## src/hw/backlight_scratch_pkg.sv

```systemverilog
// Shared constants and carrier types for the backlight and scratch register bank
`default_nettype none
package backlight_scratch_pkg;

  localparam int unsigned CFG_AW        = 8;
  localparam int unsigned CFG_DW        = 32;
  localparam int unsigned CFG_BYTES     = 4;
  localparam int unsigned BYTE_W        = 8;
  localparam int unsigned WORD_LSB      = 2;

  // Register byte offsets in configuration space
  localparam logic [CFG_AW-1:0] BACKLIGHT_OFF = 8'hf4;
  localparam logic [CFG_AW-1:0] SCRATCH_OFF   = 8'hfc;

  // Reset values
  localparam logic [CFG_DW-1:0] BACKLIGHT_RST = 32'h0000_0000;
  localparam logic [CFG_DW-1:0] SCRATCH_RST   = 32'h0000_0000;
  localparam logic [CFG_DW-1:0] UNMAPPED_DATA = 32'h0000_0000;

  // Brightness field in the low byte
  localparam int unsigned BRIGHT_LSB = 0;
  localparam int unsigned BRIGHT_MSB = 7;

  typedef struct packed {
    logic                 wr;
    logic                 rd;
    logic [CFG_AW-1:0]    addr;
    logic [CFG_BYTES-1:0] be;
    logic [CFG_DW-1:0]    wdata;
  } cfg_req_t;

  typedef struct packed {
    logic              rvalid;
    logic [CFG_DW-1:0] rdata;
  } cfg_rsp_t;

  typedef struct packed {
    logic event_enable;
    logic irq_enable;
    logic irq_mask;
  } event_gate_t;

endpackage
`default_nettype wire

```

## src/hw/byte_lane_reg.sv

```systemverilog
// Word register with per-byte write enables
`default_nettype none
module byte_lane_reg
  import backlight_scratch_pkg::*;
#(
  parameter logic [CFG_DW-1:0] RST_VAL = 32'h0000_0000
) (
  // Clock and reset
  input  wire logic                 core_clk,
  input  wire logic                 rst_n,
  // Write side
  input  wire logic                 wr_en,
  input  wire logic [CFG_BYTES-1:0] be,
  input  wire logic [CFG_DW-1:0]    wdata,
  // Stored value
  output logic      [CFG_DW-1:0]    value_ff
);

  genvar g;
  generate
    for (g = 0; g < CFG_BYTES; g++) begin : g_lane
      // Lanes left out of a write hold their contents
      always_ff @(posedge core_clk or negedge rst_n) begin
        if (!rst_n) begin
          value_ff[g*BYTE_W +: BYTE_W] <= RST_VAL[g*BYTE_W +: BYTE_W];
        end else if (wr_en && be[g]) begin
          value_ff[g*BYTE_W +: BYTE_W] <= wdata[g*BYTE_W +: BYTE_W];
        end
      end
    end
  endgenerate

endmodule // byte_lane_reg
`default_nettype wire

```

## src/hw/backlight_scratch_regs.sv

```systemverilog
// Backlight level/trigger and firmware scratch configuration registers
//
// Functional notes
// - Backlight register accepts byte, word or dword access per byte enables.
// - Any backlight register write with at least one byte enable set raises the backlight event if enabled.
// - Event fires only when event enabled, irq enabled and irq unmasked.
// - One multi-byte write yields exactly one event, not one per byte.
// - Low byte is brightness: zero dimmest, 255 brightest.
// - Scratch register is full read/write, resets to zero, no hardware effect.
// - Bytes not enabled by a write keep their previous value.
`default_nettype none
module backlight_scratch_regs
  import backlight_scratch_pkg::*;
(
  // Clock and reset
  input  wire logic                 core_clk,
  input  wire logic                 rst_n,
  // Configuration cycles
  input  wire cfg_req_t             cfg_req,
  output cfg_rsp_t                  cfg_rsp_ff,
  // Display interrupt gating
  input  wire event_gate_t          evt_gate,
  // Display interrupt event and brightness level
  output logic                      backlight_event_ff,
  output logic [BYTE_W-1:0]         brightness_ff
);

  // Byte lane that carries the brightness field
  localparam int unsigned BRIGHT_LANE = BRIGHT_LSB / BYTE_W;

  function automatic logic word_hit(input logic [CFG_AW-1:0] addr,
                                    input logic [CFG_AW-1:0] off);
    word_hit = (addr[CFG_AW-1:WORD_LSB] == off[CFG_AW-1:WORD_LSB]);
  endfunction

  // Decode
  wire logic              bl_sel;
  wire logic              scr_sel;
  wire logic              bl_wr;
  wire logic              scr_wr;
  wire logic              any_lane;
  wire logic              gate_open;
  wire logic              nxt_event;
  wire logic [CFG_DW-1:0] bl_value;
  wire logic [CFG_DW-1:0] scr_value;
  wire logic [CFG_DW-1:0] nxt_rdata;

  assign bl_sel    = word_hit(cfg_req.addr, BACKLIGHT_OFF);
  assign scr_sel   = word_hit(cfg_req.addr, SCRATCH_OFF);
  assign any_lane  = |cfg_req.be;
  assign bl_wr     = cfg_req.wr && bl_sel;
  assign scr_wr    = cfg_req.wr && scr_sel;
  // Gate is sampled with the write so a late enable change cannot split it
  assign gate_open = evt_gate.event_enable && evt_gate.irq_enable && !evt_gate.irq_mask;
  // One event per write, however many lanes it carries
  assign nxt_event = bl_wr && any_lane && gate_open;

  assign nxt_rdata = bl_sel  ? bl_value :
                     scr_sel ? scr_value : UNMAPPED_DATA;

  byte_lane_reg #(
    .RST_VAL (BACKLIGHT_RST)
  ) u_backlight (
    .core_clk (core_clk),
    .rst_n    (rst_n),
    .wr_en    (bl_wr),
    .be       (cfg_req.be),
    .wdata    (cfg_req.wdata),
    .value_ff (bl_value)
  );

  // Contents feed only the read path
  byte_lane_reg #(
    .RST_VAL (SCRATCH_RST)
  ) u_scratch (
    .core_clk (core_clk),
    .rst_n    (rst_n),
    .wr_en    (scr_wr),
    .be       (cfg_req.be),
    .wdata    (cfg_req.wdata),
    .value_ff (scr_value)
  );

  always_ff @(posedge core_clk or negedge rst_n) begin
    if (!rst_n) begin
      backlight_event_ff <= 1'b0;
    end else begin
      backlight_event_ff <= nxt_event;
    end
  end

  // Brightness mirror kept as its own flop so the output stays registered
  always_ff @(posedge core_clk or negedge rst_n) begin
    if (!rst_n) begin
      brightness_ff <= BACKLIGHT_RST[BRIGHT_MSB:BRIGHT_LSB];
    end else if (bl_wr && cfg_req.be[BRIGHT_LANE]) begin
      brightness_ff <= cfg_req.wdata[BRIGHT_MSB:BRIGHT_LSB];
    end
  end

  always_ff @(posedge core_clk or negedge rst_n) begin
    if (!rst_n) begin
      cfg_rsp_ff <= '0;
    end else begin
      cfg_rsp_ff.rvalid <= cfg_req.rd;
      cfg_rsp_ff.rdata  <= cfg_req.rd ? nxt_rdata : UNMAPPED_DATA;
    end
  end

  chk_event_cause: assert property (@(posedge core_clk) disable iff (!rst_n)
    backlight_event_ff |-> $past(cfg_req.wr && bl_sel && any_lane))
    else $error("backlight event without a backlight write");

  chk_event_gated: assert property (@(posedge core_clk) disable iff (!rst_n)
    (cfg_req.wr && bl_sel && any_lane && !gate_open) |=> !backlight_event_ff)
    else $error("backlight event raised while gated off");

  chk_event_fires: assert property (@(posedge core_clk) disable iff (!rst_n)
    (cfg_req.wr && bl_sel && any_lane && gate_open) |=> backlight_event_ff)
    else $error("enabled backlight write raised no event");

  chk_single_event: assert property (@(posedge core_clk) disable iff (!rst_n)
    (cfg_req.wr && bl_sel && (&cfg_req.be) && gate_open) ##1 !cfg_req.wr |=>
      !backlight_event_ff)
    else $error("dword write raised more than one event");

  chk_bright_level: assert property (@(posedge core_clk) disable iff (!rst_n)
    (cfg_req.wr && bl_sel && cfg_req.be[BRIGHT_LANE]) |=>
      brightness_ff == $past(cfg_req.wdata[BRIGHT_MSB:BRIGHT_LSB]) &&
      bl_value[BRIGHT_MSB:BRIGHT_LSB] == brightness_ff)
    else $error("brightness byte not taken from write");

  // Every lane is checked, not one sample lane
  generate
    for (genvar l = 0; l < CFG_BYTES; l++) begin : g_lane_chk
      chk_lane_write: assert property (@(posedge core_clk) disable iff (!rst_n)
        (bl_wr && cfg_req.be[l]) |=>
          bl_value[l*BYTE_W +: BYTE_W] == $past(cfg_req.wdata[l*BYTE_W +: BYTE_W]))
        else $error("enabled backlight byte not written");

      chk_lane_keep: assert property (@(posedge core_clk) disable iff (!rst_n)
        !(cfg_req.wr && cfg_req.be[l]) |=>
          $stable(bl_value[l*BYTE_W +: BYTE_W]) && $stable(scr_value[l*BYTE_W +: BYTE_W]))
        else $error("disabled byte lane changed");

      chk_scratch_lane: assert property (@(posedge core_clk) disable iff (!rst_n)
        (scr_wr && cfg_req.be[l]) |=>
          scr_value[l*BYTE_W +: BYTE_W] == $past(cfg_req.wdata[l*BYTE_W +: BYTE_W]))
        else $error("enabled scratch byte not written");
    end
  endgenerate

  chk_scratch_rw: assert property (@(posedge core_clk) disable iff (!rst_n)
    (cfg_req.wr && scr_sel && (&cfg_req.be)) ##1 cfg_req.rd && scr_sel && !cfg_req.wr |=>
      cfg_rsp_ff.rvalid && cfg_rsp_ff.rdata == $past(cfg_req.wdata, 2))
    else $error("scratch read-back mismatch");

  chk_read_back: assert property (@(posedge core_clk) disable iff (!rst_n)
    (cfg_req.rd && bl_sel) |=> cfg_rsp_ff.rvalid && cfg_rsp_ff.rdata == $past(bl_value))
    else $error("backlight read-back mismatch");

  // Event shape
  chk_event_gate_past: assert property (@(posedge core_clk) disable iff (!rst_n)
    backlight_event_ff |-> $past(gate_open))
    else $error("backlight event without an open gate");

  chk_empty_write: assert property (@(posedge core_clk) disable iff (!rst_n)
    (cfg_req.wr && bl_sel && !any_lane) |=>
      !backlight_event_ff)
    else $error("write with no byte enables raised an event");

  chk_event_pulse: assert property (@(posedge core_clk) disable iff (!rst_n)
    (backlight_event_ff && !(cfg_req.wr && bl_sel)) |=>
      !backlight_event_ff)
    else $error("backlight event stretched past one cycle");

  chk_scratch_quiet: assert property (@(posedge core_clk) disable iff (!rst_n)
    (cfg_req.wr && scr_sel) |=>
      !backlight_event_ff)
    else $error("scratch write raised a backlight event");

  // Stored values move only under a write
  chk_backlight_hold: assert property (@(posedge core_clk) disable iff (!rst_n)
    !bl_wr |=> $stable(bl_value))
    else $error("backlight register changed without a write");

  chk_scratch_hold: assert property (@(posedge core_clk) disable iff (!rst_n)
    !scr_wr |=> $stable(scr_value))
    else $error("scratch register changed without a write");

  chk_bright_hold: assert property (@(posedge core_clk) disable iff (!rst_n)
    !(bl_wr && cfg_req.be[BRIGHT_LANE]) |=>
      $stable(brightness_ff))
    else $error("brightness changed without a low byte write");

  chk_bright_mirror: assert property (@(posedge core_clk) disable iff (!rst_n)
    brightness_ff == bl_value[BRIGHT_MSB:BRIGHT_LSB])
    else $error("brightness output differs from stored low byte");

  // Read response shape
  // Idle response is zero so a stale word never looks like a fresh read
  chk_read_idle: assert property (@(posedge core_clk) disable iff (!rst_n)
    !cfg_req.rd |=>
      !cfg_rsp_ff.rvalid && cfg_rsp_ff.rdata == UNMAPPED_DATA)
    else $error("read response outside a read");

  chk_scratch_read: assert property (@(posedge core_clk) disable iff (!rst_n)
    (cfg_req.rd && scr_sel) |=>
      cfg_rsp_ff.rvalid && cfg_rsp_ff.rdata == $past(scr_value))
    else $error("scratch read data mismatch");

  chk_unmapped_read: assert property (@(posedge core_clk) disable iff (!rst_n)
    (cfg_req.rd && !bl_sel && !scr_sel) |=>
      cfg_rsp_ff.rvalid && cfg_rsp_ff.rdata == UNMAPPED_DATA)
    else $error("unmapped read returned data");

  // Writes get no answer on the read path
  chk_write_silent: assert property (@(posedge core_clk) disable iff (!rst_n)
    cfg_req.wr |=> !cfg_rsp_ff.rvalid)
    else $error("write produced a read response");

endmodule // backlight_scratch_regs
`default_nettype wire

```

## config.mk

```make
export PLATFORM = sky130hd
export DESIGN_NAME = backlight_scratch_regs
export DESIGN_NICKNAME = d
export VERILOG_FILES = /design/src/hw/backlight_scratch_pkg.sv /design/src/hw/byte_lane_reg.sv /design/src/hw/backlight_scratch_regs.sv
export SDC_FILE = /design/constraint.sdc
export NUM_CORES = 1
export LEC_CHECK = 0
export BUFFER_PORTS_ARGS = -buffer_cell sky130_fd_sc_hd__buf_2
export CELL_PAD_IN_SITES_DETAIL_PLACEMENT = 1
export CELL_PAD_IN_SITES_GLOBAL_PLACEMENT = 1
export CORE_MARGIN = 2
export CORE_UTILIZATION = 39
export DETAILED_ROUTE_END_ITERATION = 7
export HOLD_SLACK_MARGIN = 0.15
export PLACE_DENSITY = 0.77
export SYNTH_ARGS = -nofsm -noshare
export SYNTH_HDL_FRONTEND = slang
export SYNTH_HIERARCHICAL = 1
export SYNTH_SLANG_ARGS = --single-unit
```

## constraint.sdc

```tcl
create_clock -name core_clk -period 0.8 [get_ports core_clk]
set_clock_uncertainty 0.05 [all_clocks]
set_input_delay 0.08 -clock core_clk [delete_from_list [all_inputs] [get_ports core_clk]]
set_output_delay 0.08 -clock core_clk [all_outputs]
set_load 0.005 [all_outputs]
```

==> impl_metrics.ini <==
[run_status]
violations = negative setup slack
status = complete, but fails checks

[pwr]
power_density_mw_per_mm2 = 1790
ir_drop_mv = 0.992
total_power_mw = 10.2
p_leak_nw = 2.94

[sta]
tightest_slew_ns = 0.374
period_share = 1.32
slew_viol_final = 0
min_period_ns = 1.05
finalSetupViolCount = 145
rsz0062_at_grt = yes
setup_ws_ns = -0.253
max_slew_margin = 0.751
hold_violations = 0
fmax_mhz = 949

[cells_and_area]
nets = 472
multi_input_area_mm2 = 0.00156
drive_above_1_share = 0.509
antenna_cells = 0
syn_to_final_growth_pct = 39.1
nFillCells = 1036
final_area_mm2 = 0.00567
seq_area_mm2 = 0.00265

[floorplanning]
die_x_um = 106
die_h_um = 106
coreArea_mm2 = 0.0102
num_rows = 37
pin_count = 93
die_area_mm2 = 0.0113
start_util = 0.399

[synthesis]
syn_inst = 266
seq_area_frac_synth = 0.650
ys_top_cells_by_area = dfrtp_1 (65%), mux2_2 (20%), mux2i_1 (7.9%)
yosysTopAreaCell = dfrtp_1
yosys_warnings = 6
syn_area_mm2 = 0.00408
synth_top_area_share = 0.650
synth_area_per_cell_um2 = 15.3
ys_ff_latch = 106
synth_fp_nets = 317
synth.distinct_cells = 16

[global_route]
antenna_found_initial = 0
grt_pass1_wl_um = 15400
grt_overflow = 0
grt_pass1_vias = 3038
grt_start_max_net_pins = 49
grt_usage = 0.181

[place]
place_area_mm2 = 0.00486
hpwl_um = 6260
gp_congestion = 0.673
io_buffers = 90

[critical_path]
cp_data_arrival_time_ns = 0.92
crit_required_ns = 0.67
path_buf_inv = 1
slowest_stage = dfrtp_1
crit_path_max_incr_delay_ns = 0.40
critPathKind = reg -> out
crit_chain = buf_2
end_kind = output pin
path_delay_family = flip-flops
critPathMaxFanout = 2
start_kind = flop

[drt]
drt_pass1_iterations = 4
drt_iter0_drc = 54
routedWlPerCell_um = 17.1
viasPerCell = 4.78
drcViolationCount = 0
ant_nets = 0
wirelength_um = 9600
num_vias = 2686

[min_path]
min_path_type = in -> reg

[clock_network]
cts_tree = done
clk_pin_slew_ns = 0.10
clock_sinks = 106
clock_tree.buffer_depth = 2
cts_htree_levels = 3
clk-insertion-delay-late_ns = 0.38
cts_root_buf = clkbuf_8
cts_buffers = 9

[run]
maxCapViolCount = 0
[cell type report]
class	instances	share of cell area
repair buffers	151	0.195
flip-flops and latches	106	0.468
clock inverters	5	0.00970
well taps	136	0.0300
multi-input cells	153	0.274
clock buffers	11	0.0232
[state kept, by name, indices dropped and copies added (netlist names)]
name	count
backlight_event_ff	1
brightness_ff	8
cfg_rsp_ff	33
u_backlight/value_ff	32
u_scratch/value_ff	32
[timing repair]
item                       in CTS  in global routing
buffers inserted                2                  8
hold buffers                   37                  1
gates resized for setup        15                 14
setup endpoints to repair     115                147
pin swaps                       5                  3
hold endpoints to repair      182                 54
[where the power goes]
part / switching [mW] / leakage (nW) / internal (mW)
registers: 0.150 / 1.45 / 5.66
logic: 0.467 / 1.40 / 0.635
clock network: 1.81 / 0.0893 / 1.44
total: 2.42 / 2.94 / 7.73
[per-layer routing]
layer | up-vias | part of all wire | track usage
li1 | 1230 | - | -
met1 | 1388 | 0.41 | 0.215
met2 | 59 | 0.53 | 0.314
met3 | 9 | 0.044 | 0.0515
met4 | 0 | 0.016 | 0.0639
met5 | - | 0 | 0
[Yosys cell counts]
master / number
dfrtp_1: 106
and4_1: 1
nor4_1: 1
nor4b_1: 1
nand2_2: 8
nand2_1: 1
nand3_1: 1
mux2i_1: 32
mux2_2: 72
buf_2: 6
nor2b_4: 1
nor2_1: 32
buf_6: 1
and3_1: 1
nand4_4: 1
and4_2: 1
[kinds of logic (layout without fill, tap and decap cells)]
logic type / Yosys count / after routing / share of synthesized area
mux: 104 / 104 / 0.277
buf+inv: 7 / 167 / 0.0101
simple gates: 49 / 49 / 0.0623
flops: 106 / 106 / 0.650
[worst paths after layout]
path,end,cells after the start,startpoint,slack [ns]
max,brightness_ff[6],1,brightness_ff[6],-0.25
min,u_backlight/value_ff[12],3,cfg_req[33],0.13
max reg2reg,brightness_ff[4],2,brightness_ff[4],-0.14
min reg2reg,u_backlight/value_ff[20],1,u_backlight/value_ff[20],0.46
max in group asynchronous,u_backlight/value_ff[26],3,rst_n,0.28
min in group asynchronous,cfg_rsp_ff[11],3,rst_n,0.17
[cell usage in the layout, fill, tap and decap left out]
cell type	synthesis	final
nand2_8	0	8
clkbuf_8	0	9
dfrtp_1	106	106
bufinv_16	0	1
and4_4	0	2
nor2b_4	1	1
dlygate4sd3_1	0	37
nor2_1	32	31
mux2_4	0	6
buf_2	6	85
mux2_2	72	66
nor4_2	0	1
nand3_2	0	1
nor2_2	0	1
clkinv_2	0	2
buf_12	0	4
nand4_4	1	1
nand2_1	1	1
buf_4	0	13
clkinvlp_4	0	2
nor4b_4	0	1
clkbuf_1	0	2
buf_6	1	12
and3_4	0	1
mux2i_1	32	32
[per-stage QoR]
| stage | setup TNS (ns) | util | setup WS (ns) | hold WS, ns | std cells |
|---|---|---|---|---|---|
| 6_report | -21.83 | 0.554 | -0.253 | 0.130 | 562 |
| 3_5_place_dp | -46.40 | 0.475 | -0.540 | 0.0236 | 500 |
| 3_3_place_gp | -44.08 | 0.475 | -0.496 | 0.0235 | 500 |
| 4_1_cts | -23.17 | 0.541 | -0.271 | 0.104 | 555 |
| 5_1_grt | -25.70 | 0.554 | -0.290 | 0.119 | 562 |
| 2_1_floorplan | -25.15 | - | -0.367 | -0.266 | 266 |
(Power assumes the default switching activity.)
